[config.mk]
export PLATFORM = sky130hd
export DESIGN_NAME = psci_core
export DESIGN_NICKNAME = d
export VERILOG_FILES = /design/src/pkg/psci_pkg.sv /design/src/rtl/psci_core.sv
export SDC_FILE = /design/constraint.sdc
export NUM_CORES = 1
export LEC_CHECK = 0
export BUFFER_PORTS_ARGS = -buffer_cell sky130_fd_sc_hd__buf_2
export CORE_ASPECT_RATIO = 1.25
export CORE_UTILIZATION = 30
export CTS_CLUSTER_DIAMETER = 80
export CTS_CLUSTER_SIZE = 25
export DETAILED_ROUTE_END_ITERATION = 6
export MAX_ROUTING_LAYER = met4
export SETUP_SLACK_MARGIN = 0.5
export SYNTH_ARGS = -nofsm -noshare
export SYNTH_HDL_FRONTEND = slang
export SYNTH_SLANG_ARGS = --single-unit
export TNS_END_PERCENT = 1
[constraint.sdc]
create_clock -name sys_clk -period 10.29 [get_ports sys_clk]
set_input_delay 1.5435 -clock sys_clk [delete_from_list [all_inputs] [get_ports sys_clk]]
set_output_delay 1.5435 -clock sys_clk [all_outputs]
set_load 0.01 [all_outputs]
[src/pkg/psci_pkg.sv]
// Shared constants for the presence-sensing cycle initiation block
package psci_pkg;
  // Clock rate and time bases
  localparam int unsigned CLK_HZ = 50_000_000;
  localparam int unsigned MS_PER_S = 1000;
  localparam int unsigned CYCLES_PER_MS_DEF = CLK_HZ / MS_PER_S;
  // Minimum low time and restart pulse choices, in ms
  localparam logic [8:0] MIN_SHORT_MS = 9'd100;
  localparam logic [8:0] MIN_LONG_MS = 9'd350;
  // Restart pulses longer than this are ignored, in ms
  localparam logic [14:0] RESTART_MAX_MS = 15'd30000;
  // Register byte offsets
  localparam logic [7:0] CTRL_OFS = 8'h00;
  localparam logic [7:0] TMO_OFS = 8'h04;
  localparam logic [7:0] MUTE_OFS = 8'h08;
  localparam logic [7:0] STAT_OFS = 8'h0C;
  // Control field positions
  localparam int unsigned CNT_LSB = 0;
  localparam int unsigned MODE_BIT = 3;
  localparam int unsigned ILK_LSB = 4;
  localparam int unsigned REL2_LSB = 6;
  localparam int unsigned FIRST_BIT = 8;
  localparam int unsigned RMIN_BIT = 9;
  localparam int unsigned PMIN_BIT = 10;
  // Reset values
  localparam logic [10:0] CTRL_RST = 11'h000;
  localparam logic [8:0] TMO_RST = 9'd30;
  localparam logic [12:0] MUTE_RST = 13'h0000;
  // Field encodings
  localparam logic [1:0] ILK_ALL = 2'h0;
  localparam logic [1:0] ILK_DOWN_TOP = 2'h1;
  localparam logic [1:0] ILK_NONE = 2'h2;
  localparam logic [1:0] REL2_OFF = 2'h0;
  localparam logic [1:0] REL2_FIRST = 2'h1;
  localparam logic [1:0] REL2_EVERY = 2'h2;
  // Input vector bit positions
  localparam int unsigned IN_PRESENCE_SENSING_INITIATION = 0;
  localparam int unsigned IN_STAT = 1;
  localparam int unsigned IN_REL2 = 2;
  localparam int unsigned IN_TDC = 3;
  localparam int unsigned IN_UP = 4;
  localparam int unsigned IN_RST = 5;
  localparam int unsigned IN_DRV = 6;
  localparam int unsigned IN_W = 7;
  // Sequencer states
  typedef enum logic [3:0] {
    ST_FULL = 4'h1,
    ST_CYCLE = 4'h2,
    ST_RESUME = 4'h4,
    ST_RUN = 4'h8
  } psci_state_type;
endpackage : psci_pkg

[src/rtl/psci_core.sv]
// Cycle initiation sequencer with Wishbone register access
//
// The implementer's own choices: the address map and the Wishbone register port.
`timescale 1ns/1ns
module psci_core #(
  parameter int unsigned CYCLES_PER_MS = psci_pkg::CYCLES_PER_MS_DEF
) (
  // Clock and reset
  input wire logic sys_clk,
  input wire logic reset_n,
  // Wishbone slave
  input wire logic wb_cyc_i,
  input wire logic wb_stb_i,
  input wire logic wb_we_i,
  input wire logic [7:0] wb_adr_i,
  input wire logic [3:0] wb_sel_i,
  input wire logic [31:0] wb_dat_i,
  output logic [31:0] wb_dat_o,
  output logic wb_ack_o,
  // Press and sensor inputs
  input wire logic presence_sensing_initiation,
  input wire logic release_static,
  input wire logic release_start,
  input wire logic top_dead_center,
  input wire logic upstroke,
  input wire logic restart,
  input wire logic drive_released,
  // Results
  output logic release_out,
  output logic timeout_flag,
  output logic unexpected_flag,
  output logic restart_required
);

  // Byte-lane merge for register writes
  function automatic logic [31:0] psci_merge(input logic [31:0] old_v,
                                             input logic [31:0] new_v,
                                             input logic [3:0] sel);
    logic [31:0] res;
    res = old_v;
    for (int i = 0; i < 4; i++) begin
      if (sel[i]) begin
        res[i*8 +: 8] = new_v[i*8 +: 8];
      end
    end
    return res;
  endfunction : psci_merge

  // Seconds to milliseconds, used for timeout and muting limits
  function automatic logic [22:0] psci_s_to_ms(input logic [12:0] s);
    return 23'(s) * 23'(psci_pkg::MS_PER_S);
  endfunction : psci_s_to_ms

  // Saturating millisecond counter step
  function automatic logic [22:0] psci_sat_inc(input logic [22:0] v);
    return (&v) ? v : v + 23'd1;
  endfunction : psci_sat_inc

  // Configuration registers
  logic [10:0] ctrl_r;
  logic [8:0] tmo_s_r;
  logic [12:0] mute_s_r;
  // Bus handshake and read data
  logic ack_r;
  logic [31:0] rdat_r;
  // Input synchronisers: three stages, filtered level, previous sample
  logic [psci_pkg::IN_W-1:0] s1_r, s2_r, s3_r, filt_r, prev_r;
  // Millisecond prescaler
  logic [31:0] pre_r;
  // Timers in ms
  logic [22:0] low_ms_r, rst_ms_r, seq_ms_r, mute_ms_r;
  // Sequence state
  psci_pkg::psci_state_type state_r, state_nxt;
  logic [3:0] count_r;
  logic restart_done_r, tdc_arm_r, up_arm_r, fall_ok_r;
  logic release_r, timeout_r, unexp_r;

  // Bus decode
  wire bus_req = wb_cyc_i & wb_stb_i;
  wire bus_wr = bus_req & wb_we_i & ack_r;
  wire sel_ctrl = (wb_adr_i == psci_pkg::CTRL_OFS);
  wire sel_tmo = (wb_adr_i == psci_pkg::TMO_OFS);
  wire sel_mute = (wb_adr_i == psci_pkg::MUTE_OFS);
  wire sel_stat = (wb_adr_i == psci_pkg::STAT_OFS);

  // Configuration fields
  wire [2:0] cnt_m1 = ctrl_r[psci_pkg::CNT_LSB +: 3];
  wire mode_alt = ctrl_r[psci_pkg::MODE_BIT];
  wire [1:0] ilk = ctrl_r[psci_pkg::ILK_LSB +: 2];
  wire [1:0] rel2_cond = ctrl_r[psci_pkg::REL2_LSB +: 2];
  wire first_up = ctrl_r[psci_pkg::FIRST_BIT];
  wire [8:0] rst_min = ctrl_r[psci_pkg::RMIN_BIT] ? psci_pkg::MIN_LONG_MS
                                                   : psci_pkg::MIN_SHORT_MS;
  wire [8:0] low_min = ctrl_r[psci_pkg::PMIN_BIT] ? psci_pkg::MIN_LONG_MS
                                                   : psci_pkg::MIN_SHORT_MS;
  wire [3:0] target = {1'b0, cnt_m1} + 4'h1;

  // Filtered levels and edges against the previous sample
  wire presence_sensing_initiation_f = filt_r[psci_pkg::IN_PRESENCE_SENSING_INITIATION];
  wire stat_f = filt_r[psci_pkg::IN_STAT];
  wire rel2_f = filt_r[psci_pkg::IN_REL2];
  wire tdc_f = filt_r[psci_pkg::IN_TDC];
  wire up_f = filt_r[psci_pkg::IN_UP];
  wire [psci_pkg::IN_W-1:0] rise = filt_r & ~prev_r;
  wire [psci_pkg::IN_W-1:0] fall = ~filt_r & prev_r;
  wire presence_sensing_initiation_fall = fall[psci_pkg::IN_PRESENCE_SENSING_INITIATION];
  wire presence_sensing_initiation_rise = rise[psci_pkg::IN_PRESENCE_SENSING_INITIATION];
  wire tdc_rise = rise[psci_pkg::IN_TDC];
  wire up_rise = rise[psci_pkg::IN_UP];
  wire rst_fall = fall[psci_pkg::IN_RST];
  wire drv_rise = rise[psci_pkg::IN_DRV];
  wire ms_tick = (pre_r == CYCLES_PER_MS - 1);

  // Muting: only with a nonzero limit, upstroke high, top low, not expired
  wire mute_on = (mute_s_r != 13'h0000);
  wire mute_exp = (mute_ms_r >= psci_s_to_ms(mute_s_r));
  wire muted = mute_on & up_f & ~tdc_f & ~mute_exp;

  // Valid interruption: long enough, start and end after arming or within the full sequence
  wire in_full = (state_r == psci_pkg::ST_FULL);
  wire end_ok = tdc_arm_r | in_full;
  wire long_low = (low_ms_r >= 23'(low_min));
  wire cnt_gate = ~mode_alt | restart_done_r | ~in_full;
  wire count_inc = presence_sensing_initiation_rise & fall_ok_r & end_ok & long_low & cnt_gate &
                   (count_r < target);
  wire count_done = (count_r == target);

  // Valid restart pulse: between minimum and the long cutoff
  wire restart_ok = rst_fall & (rst_ms_r >= 23'(rst_min)) &
                    (rst_ms_r <= 23'(psci_pkg::RESTART_MAX_MS));

  // Sequence timeout, off when the limit is zero
  wire seq_timed = in_full | (state_r == psci_pkg::ST_CYCLE);
  wire tmo_hit = seq_timed & (tmo_s_r != 9'h000) &
                 (seq_ms_r >= psci_s_to_ms(13'(tmo_s_r)));

  // Second release requirement
  wire need_rel2 = (rel2_cond == psci_pkg::REL2_EVERY) |
                   ((rel2_cond == psci_pkg::REL2_FIRST) & in_full);
  wire rel2_ok = ~need_rel2 | rel2_f;
  wire full_done = mode_alt ? (restart_done_r & count_done)
                            : (count_done & restart_ok);
  wire unexp_stop = presence_sensing_initiation_fall & ~muted;
  wire soft_resume = (ilk == psci_pkg::ILK_NONE) |
                     ((ilk == psci_pkg::ILK_DOWN_TOP) & up_f);
  wire go_run = (state_nxt == psci_pkg::ST_RUN) & (state_r != psci_pkg::ST_RUN);

  // Sequencer next state
  always_comb begin
    state_nxt = state_r;
    unique case (state_r)
      psci_pkg::ST_FULL: begin
        if (stat_f & rel2_ok & full_done) begin
          state_nxt = psci_pkg::ST_RUN;
        end
      end
      psci_pkg::ST_CYCLE: begin
        if (tmo_hit | drv_rise) begin
          state_nxt = psci_pkg::ST_FULL;
        end else if (stat_f & rel2_ok & count_done) begin
          state_nxt = psci_pkg::ST_RUN;
        end
      end
      psci_pkg::ST_RESUME: begin
        if (drv_rise) begin
          state_nxt = psci_pkg::ST_FULL;
        end else if (stat_f & presence_sensing_initiation_f) begin
          state_nxt = psci_pkg::ST_RUN;
        end
      end
      psci_pkg::ST_RUN: begin
        if (tdc_rise) begin
          state_nxt = psci_pkg::ST_CYCLE;
        end else if (unexp_stop) begin
          state_nxt = soft_resume ? psci_pkg::ST_RESUME : psci_pkg::ST_FULL;
        end
      end
    endcase
    // Static release drop always wins and demands the full sequence
    if (~stat_f) begin
      state_nxt = psci_pkg::ST_FULL;
    end
  end

  // Wishbone handshake: ack one cycle after the request, dropped next cycle
  always_ff @(posedge sys_clk or negedge reset_n) begin
    if (!reset_n) begin
      ack_r <= 1'b0;
      rdat_r <= 32'h0000_0000;
    end else begin
      ack_r <= bus_req & ~ack_r;
      rdat_r <= sel_ctrl ? 32'(ctrl_r) :
                sel_tmo ? 32'(tmo_s_r) :
                sel_mute ? 32'(mute_s_r) :
                sel_stat ? {16'h0000, 4'(state_r), count_r, 4'h0,
                            restart_required, unexp_r, timeout_r, release_r} :
                32'h0000_0000;
    end
  end

  // Register writes take effect at the acknowledging edge
  always_ff @(posedge sys_clk or negedge reset_n) begin
    if (!reset_n) begin
      ctrl_r <= psci_pkg::CTRL_RST;
      tmo_s_r <= psci_pkg::TMO_RST;
      mute_s_r <= psci_pkg::MUTE_RST;
    end else if (bus_wr) begin
      if (sel_ctrl) ctrl_r <= 11'(psci_merge(32'(ctrl_r), wb_dat_i, wb_sel_i));
      if (sel_tmo) tmo_s_r <= 9'(psci_merge(32'(tmo_s_r), wb_dat_i, wb_sel_i));
      if (sel_mute) mute_s_r <= 13'(psci_merge(32'(mute_s_r), wb_dat_i, wb_sel_i));
    end
  end

  // Pin synchronisers; a change counts once stages two and three agree
  always_ff @(posedge sys_clk or negedge reset_n) begin
    if (!reset_n) begin
      s1_r <= '0;
      s2_r <= '0;
      s3_r <= '0;
      filt_r <= '0;
      prev_r <= '0;
    end else begin
      s1_r <= {drive_released, restart, upstroke, top_dead_center, release_start,
               release_static, presence_sensing_initiation};
      s2_r <= s1_r;
      s3_r <= s2_r;
      filt_r <= (s2_r == s3_r) ? s3_r : filt_r;
      prev_r <= filt_r;
    end
  end

  // Millisecond prescaler; a long period, so it is a top parameter
  always_ff @(posedge sys_clk or negedge reset_n) begin
    if (!reset_n) pre_r <= 32'h0000_0000;
    else pre_r <= ms_tick ? 32'h0000_0000 : pre_r + 32'h0000_0001;
  end

  // Timers: low time, restart high time, sequence time, muting time
  always_ff @(posedge sys_clk or negedge reset_n) begin
    if (!reset_n) begin
      low_ms_r <= '0;
      rst_ms_r <= '0;
      seq_ms_r <= '0;
      mute_ms_r <= '0;
    end else begin
      if (presence_sensing_initiation_fall) low_ms_r <= '0;
      else if (ms_tick & ~presence_sensing_initiation_f) low_ms_r <= psci_sat_inc(low_ms_r);
      if (rise[psci_pkg::IN_RST]) rst_ms_r <= '0;
      else if (ms_tick & filt_r[psci_pkg::IN_RST]) rst_ms_r <= psci_sat_inc(rst_ms_r);
      // Restart on any entry into a timed wait, including the top rise
      if (state_nxt != state_r) seq_ms_r <= '0;
      else if (ms_tick & seq_timed) seq_ms_r <= psci_sat_inc(seq_ms_r);
      if (up_rise) mute_ms_r <= '0;
      else if (ms_tick) mute_ms_r <= psci_sat_inc(mute_ms_r);
    end
  end

  // Arming flags for where an interruption may begin and end
  always_ff @(posedge sys_clk or negedge reset_n) begin
    if (!reset_n) begin
      tdc_arm_r <= 1'b0;
      up_arm_r <= 1'b0;
      fall_ok_r <= 1'b0;
    end else begin
      if (go_run) tdc_arm_r <= 1'b0;
      else if (tdc_rise) tdc_arm_r <= 1'b1;
      if (go_run) up_arm_r <= 1'b0;
      else if (up_rise) up_arm_r <= 1'b1;
      if (presence_sensing_initiation_fall) begin
        // The start edge is judged against what was armed before it
        fall_ok_r <= in_full | tdc_arm_r | (first_up & up_arm_r);
      end else if (presence_sensing_initiation_rise) begin
        fall_ok_r <= 1'b0;
      end
    end
  end

  // Counter and restart progress; the top rise clear wins over a count
  always_ff @(posedge sys_clk or negedge reset_n) begin
    if (!reset_n) begin
      count_r <= 4'h0;
      restart_done_r <= 1'b0;
    end else begin
      if (tdc_rise | go_run | (state_nxt == psci_pkg::ST_FULL & ~in_full)) begin
        count_r <= 4'h0;
      end else if (count_inc) begin
        count_r <= count_r + 4'h1;
      end
      if (~in_full | go_run) restart_done_r <= 1'b0;
      else if (restart_ok & mode_alt) restart_done_r <= 1'b1;
    end
  end

  // Outputs and flags; a new event beats a same-cycle clear
  always_ff @(posedge sys_clk or negedge reset_n) begin
    if (!reset_n) begin
      state_r <= psci_pkg::ST_FULL;
      release_r <= 1'b0;
      timeout_r <= 1'b0;
      unexp_r <= 1'b0;
    end else begin
      state_r <= state_nxt;
      release_r <= (state_nxt == psci_pkg::ST_RUN);
      if (tmo_hit) timeout_r <= 1'b1;
      else if (go_run & in_full) timeout_r <= 1'b0;
      if ((state_r == psci_pkg::ST_RUN) & unexp_stop) unexp_r <= 1'b1;
      else if (go_run) unexp_r <= 1'b0;
    end
  end

  assign wb_ack_o = ack_r;
  assign wb_dat_o = rdat_r;
  assign release_out = release_r;
  assign timeout_flag = timeout_r;
  assign unexpected_flag = unexp_r;
  assign restart_required = in_full & (mode_alt ? ~restart_done_r : count_done);
endmodule : psci_core

# After elaboration in Yosys (flattened, before gate mapping)
# Cells that the tools add are included.
[classes]
n_eq_ne = 22
n_div = 0
mul = 2
mux = 45
order_cmp = 6
addsub = 7
shift = 0
bitwise_logic = 60
n_reduce_logical = 28
[ops]
columns = ["operator", "n"]
rows = [
  ["$mux W23", 12],
  ["$add A23 B1 Y23 const B", 4],
  ["$reduce_and A23 Y1", 4],
  ["$mux W16", 4],
  ["$ge A23 B9 Y1", 2],
  ["$mux W4", 10],
  ["$and A1 B1 Y1", 35],
  ["$add A32 B1 Y32 const B", 1],
  ["$eq A32 B16 Y1 const B", 1],
  ["$mux W32", 1],
  ["$ge A23 B19 Y1", 1],
  ["$ge A23 B23 Y1", 1],
  ["$le A23 B15 Y1 const B", 1],
  ["$reduce_bool A2 Y1", 11],
  ["$mul A13 B7 Y20 const B", 1],
  ["$mux W9", 2],
  ["$reduce_and A3 Y1", 6],
  ["$eq A8 B4 Y1 const B", 2],
  ["$mul A9 B7 Y16 const B", 1],
  ["$pmux W4 S4", 1],
  ["$mux W1", 14],
  ["$reduce_bool A13 Y1", 1],
  ["$or A1 B1 Y1", 12],
  ["$not A1 Y1", 9],
  ["23 further kinds", 33],
]
[totals]
mem_count = 0
mem_bits_rw = 0
mem_bits_ro = 0
regBits = 224
latchBits = 0

# Depth between registers and ports, before layout
# Gate-level depths: netlist of the first run.
[depth]
ltp_word = 16
ltp_mapped = 27
ltp_nobuf = 26

# Worst setup path before layout of the first run
# Ideal clock, no wire load.
[synth_path]
path_type = "register to register"
start = "register mute_s_r[2]"
end = "register seq_ms_r[1]"
n_path_buf = 1
t_required_ns = 10.218
period_less_slack_ns = 6.491
slack_ns = 3.799
arrival_time_ns = 6.419
path_stages_with_launch = 25
cell_sequence = "dfrtp_1 -> inv_1 -> fa_1 -> fa_1 -> fa_1 -> fa_1 -> inv_1 -> ha_1 -> or2_2 -> a21oi_1 -> a211oi_1 -> o31ai_1 -> o21bai_1 -> a21oi_1 -> xor2_1 -> ha_1 -> a21o_1 -> a21o_1 -> a211oi_1 -> a311oi_1 -> o221ai_1 -> mux2_1 -> a2111o_1 -> buf_2 -> nor2_1"
[synth_between]
elab_chain_cells = 13
[synth_lines]
columns = ["element", "line", "rtl"]
rows = [
  ["start, declared", "psci_core.sv:62", "logic [12:0] mute_s_r;"],
  ["start signal, assigned", "psci_core.sv:206", "mute_s_r <= psci_pkg::MUTE_RST;"],
  ["start signal, assigned", "psci_core.sv:210", "if (sel_mute) mute_s_r <= 13'(psci_merge(32'(mute_s_r), wb_dat_i, wb_sel_i));"],
  ["$mul A13 B7 Y20 or $reduce_bool A13 Y1 (tied branches)", "psci_core.sv:51, psci_core.sv:115", ""],
  ["$ge A23 B23 Y1 or $and A1 B1 Y1 (tied branches)", "psci_core.sv:116, psci_core.sv:117", ""],
  ["$not A1 Y1 or $and A1 B1 Y1 (tied branches)", "psci_core.sv:117", "wire muted = mute_on & up_f & ~tdc_f & ~mute_exp;"],
  ["$and A1 B1 Y1 *", "psci_core.sv:117", ""],
  ["$not A1 Y1 *", "psci_core.sv:143", "wire unexp_stop = presence_sensing_initiation_fall & ~muted;"],
  ["$and A1 B1 Y1 *", "psci_core.sv:143", ""],
  ["$mux W4 *", "psci_core.sv:174", "end else if (unexp_stop) begin"],
  ["$mux W4 *", "psci_core.sv:172", "if (tdc_rise) begin"],
  ["$pmux W4 S4 *", "psci_core.sv:151", "unique case (state_r)"],
  ["$mux W4 *", "psci_core.sv:180", "if (~stat_f) begin"],
  ["$ne A4 B4 Y1 *", "psci_core.sv:251", "if (state_nxt != state_r) seq_ms_r <= '0;"],
  ["$ne A2 B2 Y1 (no line) or $reduce_bool A2 Y1 (tied branches)", "-", ""],
  ["$reduce_and A2 Y1 (no line)", "-", ""],
  ["end signal, assigned", "psci_core.sv:252", "else if (ms_tick & seq_timed) seq_ms_r <= psci_sat_inc(seq_ms_r);"],
  ["end, declared", "psci_core.sv:71", "logic [22:0] low_ms_r, rst_ms_r, seq_ms_r, mute_ms_r;"],
]
# Mark *: on every way between the ends. The rest lies on a longest branch, timed or not.
# A chain may end at the register's enable or synchronous reset.

# Final worst setup path of the first run
[layout_path]
start = "register mute_s_r[4]"
end = "register seq_ms_r[22]"
# The elaborated chain is that of the path after synthesis.

==> flow_metrics.env, run 1 <==
export IMPL_outcome="complete, no violations"
export IMPL_ys_ff_latch=222
export IMPL_whs_ns=0.329
export IMPL_tightest_slew_ns=1.15
export IMPL_routabilityCongestion=0.889
export IMPL_ys_flop_type="dfrtp_1"
export IMPL_fmax_ghz=0.132
export IMPL_post_place_ws_ns=2.75
export IMPL_fin_skew_ns=0.0502
export IMPL_fin_util_pct=33.6
export IMPL_min_period_ns=7.60
export IMPL_cp_arrival_ns=8.04
export IMPL_seq_area_frac_synth_pct=36.1
export IMPL_clock_tree_root_cell="clkbuf_16"
export IMPL_synth_top_area_cell="dfrtp_1"
export IMPL_yosys_warnings=0
export IMPL_crit_start="mute_s_r[4]"
export IMPL_die_w_um=205
export IMPL_remaining_drc_errors=0
export IMPL_antenna_left=0
export IMPL_endpoint="seq_ms_r[22]"
export IMPL_powerDensity_nw_per_um2=109
export IMPL_critPathBufInv=2
export IMPL_postCtsSetupBuffers=0
export IMPL_routed_wl_mm=34.4
export IMPL_synthTopCellsByArea="dfrtp_1 35%, ha_1 13%, fa_1 8.8%"
export IMPL_grt_max_degree=93
export IMPL_boundaryPins=93
export IMPL_fp_row_count=92
export IMPL_dieArea_um2=52300
export IMPL_clock_latency_ns=0.53
export IMPL_vias=11100
export IMPL_leakagePower_uw=0.00793
export IMPL_drtIter0Drc=535
export IMPL_antenna_cells=0
export IMPL_dieHeight_um=255
export IMPL_netlist_area_um2=15400
export IMPL_cp_slowest_cell="a311oi_1"
export IMPL_relSlewSlack_pct=23.4
export IMPL_wl_per_cell_um=15.0
export IMPL_r2r_end="seq_ms_r[22]"
export IMPL_clock_path_buffers=3
export IMPL_core_um2=50500
export IMPL_port_buffers=55
export IMPL_cp_num_cells=22
export IMPL_syn_area_per_cell_um2=9.80
export IMPL_cts_max_level=1
export IMPL_grt_pass1_vias=11400
export IMPL_finalMaxSlewViolations=0
export IMPL_fin_cells=2284
export IMPL_critical_path_top_delay_family="compound AO/OA/AOI/OAI gates"
export IMPL_multiInputGateArea_um2=9050
export IMPL_rsz0062_at_grt="false"
export IMPL_fin_ws_ns=2.69
export IMPL_worst_setup_path_end_kind="flip-flop"
export IMPL_critPathLaunchType="flip-flop"
export IMPL_area_growth_pct=10.0
export IMPL_synthesis_instances=1572
export IMPL_vdd_drop_max_uv=121
export IMPL_grt_pass1_wl_mm=57.2
export IMPL_cts_buffers=16
export IMPL_seq_area_um2=5560
export IMPL_crit_chain="inv_1, fa_1, fa_1, fa_1, fa_1, inv_1, ha_1, or2_2, a21oi_1, a211oi_1, o31ai_1, o2111ai_1, a21oi_1, xnor2_1, ha_1, and4_1, a211oi_1, a311oi_1, o221ai_1, mux2_1, a2111o_1, a21oi_1"
export IMPL_reg2reg_depth=22
export IMPL_cts_hold_buf=0
export IMPL_r2r_start="mute_s_r[4]"
export IMPL_hold_viol_final=0
export IMPL_dp_cells=2257
export IMPL_drive_gt1_share_pct=8.30
export IMPL_reg2reg_slack_ns=2.69
export IMPL_fin_tns_setup_ns=0
export IMPL_clk_pin_slew_ns=0.10
export IMPL_cpPeakStageDelay_ns=0.72
export IMPL_nFillCells=5106
export IMPL_grt_ovfl_total=0
export IMPL_synth_edff_count=0
export IMPL_synth_distinct_cells=78
export IMPL_async_reset_ff_share_pct=100
export IMPL_critical_path_class="reg -> reg"
export IMPL_start_util_pct=30.5
export IMPL_cts_tree="done"
export IMPL_final_net_count=1896
export IMPL_required_ns=10.74
export IMPL_hold_depth=0
export IMPL_maxCapViolCount=0
export IMPL_synth_top_area_share_pct=35.2
export IMPL_crit_path_max_fanout=23
export IMPL_grt_antenna_before_repair=2
export IMPL_min_period_over_period_pct=73.8
export IMPL_vias_per_cell=4.85
export IMPL_hp_class="reg -> reg"
export IMPL_dp_hpwl_mm=26.8
export IMPL_setup_viol=0
export IMPL_dr_pass1_iters=4
export IMPL_cts_sinks=222
export IMPL_grt_use_total_pct=13.9
export IMPL_critPathMostFrequentCell="fa_1"
export IMPL_cts_resized=0
-- routing by layer --
metal	global-route usage, %	part of all wire, %
met1	16.4	43
met2	23.7	50
met3	1.65	3.2
met4	5.87	4.1
met5	-	0
-- through the flow --
step	power, uW	area [um^2]
after floorplan	1070	15500
after global placement	1140	16400
after detailed placement	1150	16400
after CTS	1880	17000
after global routing	1940	17000
final	1840	17000
-- layout make-up --
cell class | count | share of cell area (%)
multi-input combinational | 1154 | 53.4
sequential | 222 | 32.8
tap | 658 | 4.85
inverter | 161 | 3.56
clock buffer | 18 | 2.53
timing repair buffer | 62 | 1.99
clock inverter | 9 | 0.878
-- state kept, by name (all words and copies together) (netlist names), 5 cells and up --
signal	flops
mute_s_r	13
filt_r	7
rst_ms_r	23
s1_r	7
s2_r	7
pre_r	32
mute_ms_r	23
wb_dat_o	16
low_ms_r	23
seq_ms_r	23
prev_r	5
ctrl_r	11
s3_r	7
tmo_s_r	9
-- cell usage in the layout, fill, tap and decap left out, types with 9 or more instances in the layout --
master,n
nor2b_1,9
a21o_1,11
o21ai_0,57
a21oi_1,50
nor2_1,165
and3_1,27
nand2_1,111
dfrtp_1,217
xor2_1,77
and4_1,11
clkbuf_16,17
a31oi_1,11
nor4_1,19
nand4_1,45
conb_1,16
nand3_1,54
a211oi_1,14
nor3_1,25
or3_1,10
nand2b_1,14
ha_1,155
and2_1,12
mux2_2,13
fa_1,68
mux2i_1,10
buf_2,54
xnor2_1,71
inv_1,161
-- power by group --
part           switching, uW  internal, uW  total (uW)
Clock                    365           351         716
Sequential              20.6           890         911
Combinational            140          78.1         218
Total                    526          1320        1840
-- kinds of logic (layout without fill, tap and decap cells) --
logic type	count (synthesis)	count (layout)	share of synthesized area, %
and+or+nand+nor	537	537	17.4
muxes	29	29	2.40
AOI/OAI and AO/OA	200	200	8.49
adders and majority gates	224	224	21.5
DFF	222	222	36.1
xor gates and xnor gates	148	148	8.41
buffers and inverters	211	250	5.65
other	1	16	0.0243
-- cells in the mapped netlist (25+ instances only) --
cell     count
nor3_1      25
nand4_1     45
and3_1      27
nand3_1     54
fa_1        68
dfrtp_1    217
inv_1      161
o21ai_0     57
nand2_1    111
nor2_1     165
a21oi_1     50
ha_1       155
xor2_1      77
xnor2_1     71
-- worst min path at each step --
stage	from	endpoint	slack, ns
floorplan	s1_r[0]	s2_r[0]	0.33
global placement	s1_r[2]	s2_r[2]	0.34
detailed placement	s1_r[6]	s2_r[6]	0.34
CTS	s1_r[2]	s2_r[2]	0.33
global route	s1_r[2]	s2_r[2]	0.33
finish	s1_r[2]	s2_r[2]	0.33
Power figures use the tool's default switching activity.
==> run 2: changes to the inputs <==
clock period = 6.3 ns   (was 10.29 ns; I/O delays follow)
==> flow_metrics.env, run 2 (synthesis gave the netlist of run 1 again) <==
export IMPL_critPathMostFrequentCell="fa_1"
export IMPL_min_period_over_period_pct=102
export IMPL_seq_area_um2=5570
export IMPL_hold_viol_final=0
export IMPL_violations="negative setup slack"
export IMPL_final_cell_mix="214 x dfrtp_1, 163 x nor2_1, 149 x ha_1"
export IMPL_grt_pass1_vias=12100
export IMPL_fin_skew_ns=0.0274
export IMPL_cts_sinks=222
export IMPL_clk_pin_slew_ns=0.10
export IMPL_vdd_drop_max_uv=122
export IMPL_clock_path_buffers=3
export IMPL_outcome="finished, violations left"
export IMPL_routabilityCongestion=0.864
export IMPL_die_w_um=205
export IMPL_grt_pass1_wl_mm=62.3
export IMPL_grt_antenna_before_repair=2
export IMPL_reg2reg_depth=26
export IMPL_multiInputGateArea_um2=9330
export IMPL_fin_cells=2378
export IMPL_cts_hold_buf=0
export IMPL_crit_path_max_fanout=23
export IMPL_largest_reg_flops=32
export IMPL_critical_path_top_delay_family="adder cells"
export IMPL_reg2reg_slack_ns=-0.13
export IMPL_vias_per_cell=4.84
export IMPL_nFillCells=5035
export IMPL_dpl_cell_area_um2=17200
export IMPL_fp_row_count=92
export IMPL_dr_pass1_iters=5
export IMPL_cts_max_level=1
export IMPL_mostFrequentLayoutCell="dfrtp_1"
export IMPL_worst_setup_path_end_kind="flip-flop"
export IMPL_tightest_slew_ns=1.15
export IMPL_final_area_um2=18000
export IMPL_cts_buffers=18
export IMPL_boundaryPins=93
export IMPL_leakagePower_uw=0.00837
export IMPL_r2r_end="seq_ms_r[22]"
export IMPL_cp_slowest_cell="fa_1"
export IMPL_dp_cells=2342
export IMPL_grt_ovfl_total=0
export IMPL_dieHeight_um=255
export IMPL_remaining_drc_errors=0
export IMPL_port_buffers=55
export IMPL_rsz0062_at_grt="true"
export IMPL_cp_arrival_ns=6.89
export IMPL_min_period_ns=6.43
export IMPL_clock_latency_ns=0.53
export IMPL_required_ns=6.76
export IMPL_cts_tree="done"
export IMPL_fin_ws_ns=-0.131
export IMPL_whs_ns=0.356
export IMPL_hp_class="reg -> reg"
export IMPL_setup_viol=27
export IMPL_powerDensity_nw_per_um2=176
export IMPL_maxCapViolCount=0
export IMPL_dieArea_um2=52300
export IMPL_routed_wl_mm=37.1
export IMPL_critPathBufInv=5
export IMPL_drive_gt1_share_pct=16.9
export IMPL_antenna_cells=0
export IMPL_vias=11500
export IMPL_hold_end="s2_r[1]"
export IMPL_drtIter0Drc=594
export IMPL_grt_max_degree=137
export IMPL_critical_path_class="reg -> reg"
export IMPL_antenna_left=0
export IMPL_regMostFlops="pre_r"
export IMPL_grt_use_total_pct=15.1
export IMPL_wl_per_cell_um=15.6
export IMPL_cpPeakStageDelay_ns=0.55
export IMPL_fmax_ghz=0.156
export IMPL_post_place_ws_ns=-0.197
export IMPL_clock_tree_root_cell="clkbuf_16"
export IMPL_critPathLaunchType="flip-flop"
export IMPL_area_growth_pct=16.8
export IMPL_start_util_pct=30.5
export IMPL_finalMaxSlewViolations=0
export IMPL_relSlewSlack_pct=23.2
export IMPL_hold_depth=0
export IMPL_r2r_start="mute_s_r[4]"
export IMPL_core_um2=50500
export IMPL_min_delay_start="s1_r[1]"
export IMPL_dp_hpwl_mm=28.9
export IMPL_final_net_count=1988
run 2: cell count changes in the layout (fill, tap and decap cells not counted), sizes merged:
cell / previous run / this run
buf: 62 / 152
clkbuf: 18 / 19
inv: 166 / 169
clkinvlp: 1 / 0
bufinv: 1 / 0
clkinv: 2 / 4
run 2: area by class of cell:
cell class	count	area share, %
clock inverters	12	1.06
well taps	658	4.57
repair buffers	152	5.70
inverters	161	3.38
multi-input cells	1154	51.8
flip-flops and latches	222	30.9
clock buffers	19	2.58
run 2: worst register-to-register path, cell delays in order (launching register included):
cell	delay, ns
dfrtp_2	0.44
inv_4	0.06
fa_1	0.55
fa_1	0.43
fa_1	0.47
fa_1	0.51
inv_2	0.05
ha_4	0.21
or2_4	0.24
a21oi_4	0.17
a211oi_2	0.05
buf_4	0.15
o31ai_4	0.30
o21bai_1	0.10
a21oi_1	0.19
xor2_1	0.18
ha_1	0.26
a21o_1	0.18
a21o_1	0.18
a211oi_2	0.24
a311oi_2	0.07
buf_4	0.19
o221ai_4	0.20
mux2_4	0.32
a2111o_1	0.33
buf_12	0.18
a21oi_1	0.12
run 2: repair_timing:
action / 4_1_cts / 5_1_grt
buffers inserted: 5 / 0
gates resized for setup: 22 / 12
pin swaps: 23 / 7
setup endpoints to repair: 35 / 37
run 2: worst max-delay path by stage:
stage,from,depth (start not counted),slack [ns],end
3_3_place_gp,mute_s_r[1],25,-0.17,seq_ms_r[3]
3_5_place_dp,tmo_s_r[1],25,-0.20,count_r[2]
5_1_grt,mute_s_r[4],26,-0.34,seq_ms_r[22]
2_1_floorplan,mute_s_r[4],24,0.34,seq_ms_r[1]
6_report,mute_s_r[4],26,-0.13,seq_ms_r[22]
4_1_cts,mute_s_r[4],26,-0.14,seq_ms_r[22]
run 2: power breakdown:
part | total (uW) | internal (uW) | switching [uW]
Combinational | 429 | 169 | 260
Clock | 1260 | 601 | 655
Sequential | 1490 | 1450 | 33.3
Total | 3170 | 2220 | 948
run 2: per-stage QoR:
stage / utilization [%] / power, uW / TNS [ns]
floorplan: - / 1770 / 0
global route: 35.6 / 3320 / -9.33
detailed placement: 34.0 / 1930 / -4.69
CTS: 35.6 / 3210 / -2.59
finish: 35.6 / 3170 / -2.47
global placement: 34.0 / 1920 / -3.40
run 2: per-layer routing:
| metal | global-route usage, % | routed length, um | vias up |
|---|---|---|---|
| met5 | - | 0 | - |
| met4 | 3.65 | 854 | 0 |
| met3 | 1.42 | 878 | 60 |
| met2 | 26.8 | 19400 | 158 |
| met1 | 18.1 | 15900 | 5693 |
| li1 | - | - | 5596 |
==> run 3: changes to the inputs <==
SETUP_SLACK_MARGIN = default   (was 0.5)
==> flow_metrics.env, run 3 (synthesis gave the netlist of run 1 again) <==
export IMPL_clk_pin_slew_ns=0.10
export IMPL_area_growth_pct=16.0
export IMPL_critical_path_top_delay_family="compound AO/OA/AOI/OAI gates"
export IMPL_largest_reg_flops=32
export IMPL_powerDensity_nw_per_um2=170
export IMPL_relSlewSlack_pct=22.2
export IMPL_grt_max_degree=143
export IMPL_vdd_drop_max_uv=168
export IMPL_dieHeight_um=255
export IMPL_crit_path_max_fanout=23
export IMPL_leakagePower_uw=0.00841
export IMPL_grt_pass1_vias=12100
export IMPL_core_um2=50500
export IMPL_critical_path_class="reg -> reg"
export IMPL_critPathBufInv=5
export IMPL_cts_max_level=1
export IMPL_grt_use_total_pct=14.6
export IMPL_wl_per_cell_um=15.0
export IMPL_outcome="finished, violations left"
export IMPL_final_net_count=1989
export IMPL_worst_setup_path_end_kind="flip-flop"
export IMPL_violations="negative setup slack"
export IMPL_maxCapViolCount=0
export IMPL_grt_antenna_before_repair=4
export IMPL_fmax_ghz=0.154
export IMPL_dr_pass1_iters=7
export IMPL_cp_arrival_ns=6.95
export IMPL_grt_ovfl_total=0
export IMPL_r2r_start="mute_s_r[2]"
export IMPL_drtIter0Drc=457
export IMPL_fin_skew_ns=0.0210
export IMPL_hold_end="s2_r[2]"
export IMPL_boundaryPins=93
export IMPL_dieArea_um2=52300
export IMPL_setup_viol=32
export IMPL_die_w_um=205
export IMPL_cp_slowest_cell="fa_1"
export IMPL_required_ns=6.75
export IMPL_hold_viol_final=0
export IMPL_fin_util_pct=35.4
export IMPL_start_util_pct=30.5
export IMPL_hp_class="reg -> reg"
export IMPL_hold_depth=0
export IMPL_dp_hpwl_mm=27.3
export IMPL_routed_wl_mm=35.6
export IMPL_min_delay_start="s1_r[2]"
export IMPL_tightest_slew_ns=1.17
export IMPL_port_buffers=55
export IMPL_rsz0062_at_grt="true"
export IMPL_regMostFlops="pre_r"
export IMPL_reg2reg_slack_ns=-0.20
export IMPL_r2r_end="seq_ms_r[22]"
export IMPL_cts_buffers=16
export IMPL_finalMaxSlewViolations=0
export IMPL_fin_ws_ns=-0.201
export IMPL_critPathMostFrequentCell="fa_1"
export IMPL_clock_path_buffers=3
export IMPL_final_cell_mix="217 x dfrtp_1, 165 x nor2_1, 156 x inv_1"
export IMPL_whs_ns=0.362
export IMPL_clock_tree_root_cell="clkbuf_16"
export IMPL_clock_latency_ns=0.53
export IMPL_vias_per_cell=4.81
export IMPL_grt_pass1_wl_mm=60.4
export IMPL_cts_tree="done"
export IMPL_routabilityCongestion=0.897
export IMPL_cpPeakStageDelay_ns=0.51
export IMPL_remaining_drc_errors=0
export IMPL_fp_row_count=92
export IMPL_min_period_ns=6.50
export IMPL_critPathLaunchType="flip-flop"
export IMPL_reg2reg_depth=25
export IMPL_cts_sinks=222
export IMPL_drive_gt1_share_pct=15.4
export IMPL_mostFrequentLayoutCell="dfrtp_1"
export IMPL_antenna_left=0
export IMPL_vias=11400
export IMPL_cts_hold_buf=0
export IMPL_min_period_over_period_pct=103
[run 3: cell count changes in the layout (fill, tap and decap cells not counted), sizes merged]
cell / previous run / this run
buf: 152 / 155
clkbuf: 19 / 17
clkinv: 4 / 3
clkinvlp: 0 / 1
diode: 0 / 3
inv: 169 / 166
[run 3: area by class of cell]
type	instances	area, um^2
Inverter	161	604
Antenna cell	3	7.51
Tap cell	658	823
Clock inverter	9	131
Fill cell	5005	32700
Sequential cell	222	5560
Clock buffer	17	425
Timing Repair Buffer	155	1060
Multi-Input combinational cell	1154	9260
[run 3: report_power, final]
part | switching, uW | internal [uW]
clock | 606 | 532
combinational | 251 | 171
sequential | 33.3 | 1450
total | 890 | 2160
[run 3: worst max-delay path by stage]
stage,cells past startpoint,startpoint,slack [ns],to
final,25,mute_s_r[2],-0.20,seq_ms_r[22]
after global routing,26,mute_s_r[5],-0.47,seq_ms_r[9]
after CTS,24,mute_s_r[2],-0.16,seq_ms_r[22]
after detailed placement,23,mute_s_r[2],-0.53,count_r[1]
after global placement,23,mute_s_r[2],-0.44,seq_ms_r[22]
after floorplan,24,mute_s_r[4],0.004,seq_ms_r[1]
[run 3: metal layers]
layer	up-vias	wire length [um]	track usage, %
li1	5610	-	-
met1	5610	15000	17.1
met2	158	18300	25.3
met3	54	1130	1.59
met4	0	1180	5.72
met5	-	0	-
[run 3: through the flow]
| stage | cells | cell area [um^2] | total power, uW | setup slack, ns | TNS [ns] |
|---|---|---|---|---|---|
| final | 2379 | 17900 | 3050 | -0.201 | -4.95 |
| after global routing | 2379 | 17900 | 3190 | -0.466 | -13.82 |
| after CTS | 2376 | 17800 | 3080 | -0.164 | -4.06 |
| after detailed placement | 2344 | 17100 | 1910 | -0.527 | -15.49 |
| after global placement | 2344 | 17100 | 1900 | -0.439 | -12.86 |
| after floorplan | 1587 | 15500 | 1750 | 0.00433 | 0 |
[run 3: repair_timing]
item                                    4_1_cts  5_1_grt
gates resized for setup                      29       14
buffers inserted                              6        0
pin swaps                                    12       11
endpoints found under the setup margin       35       36
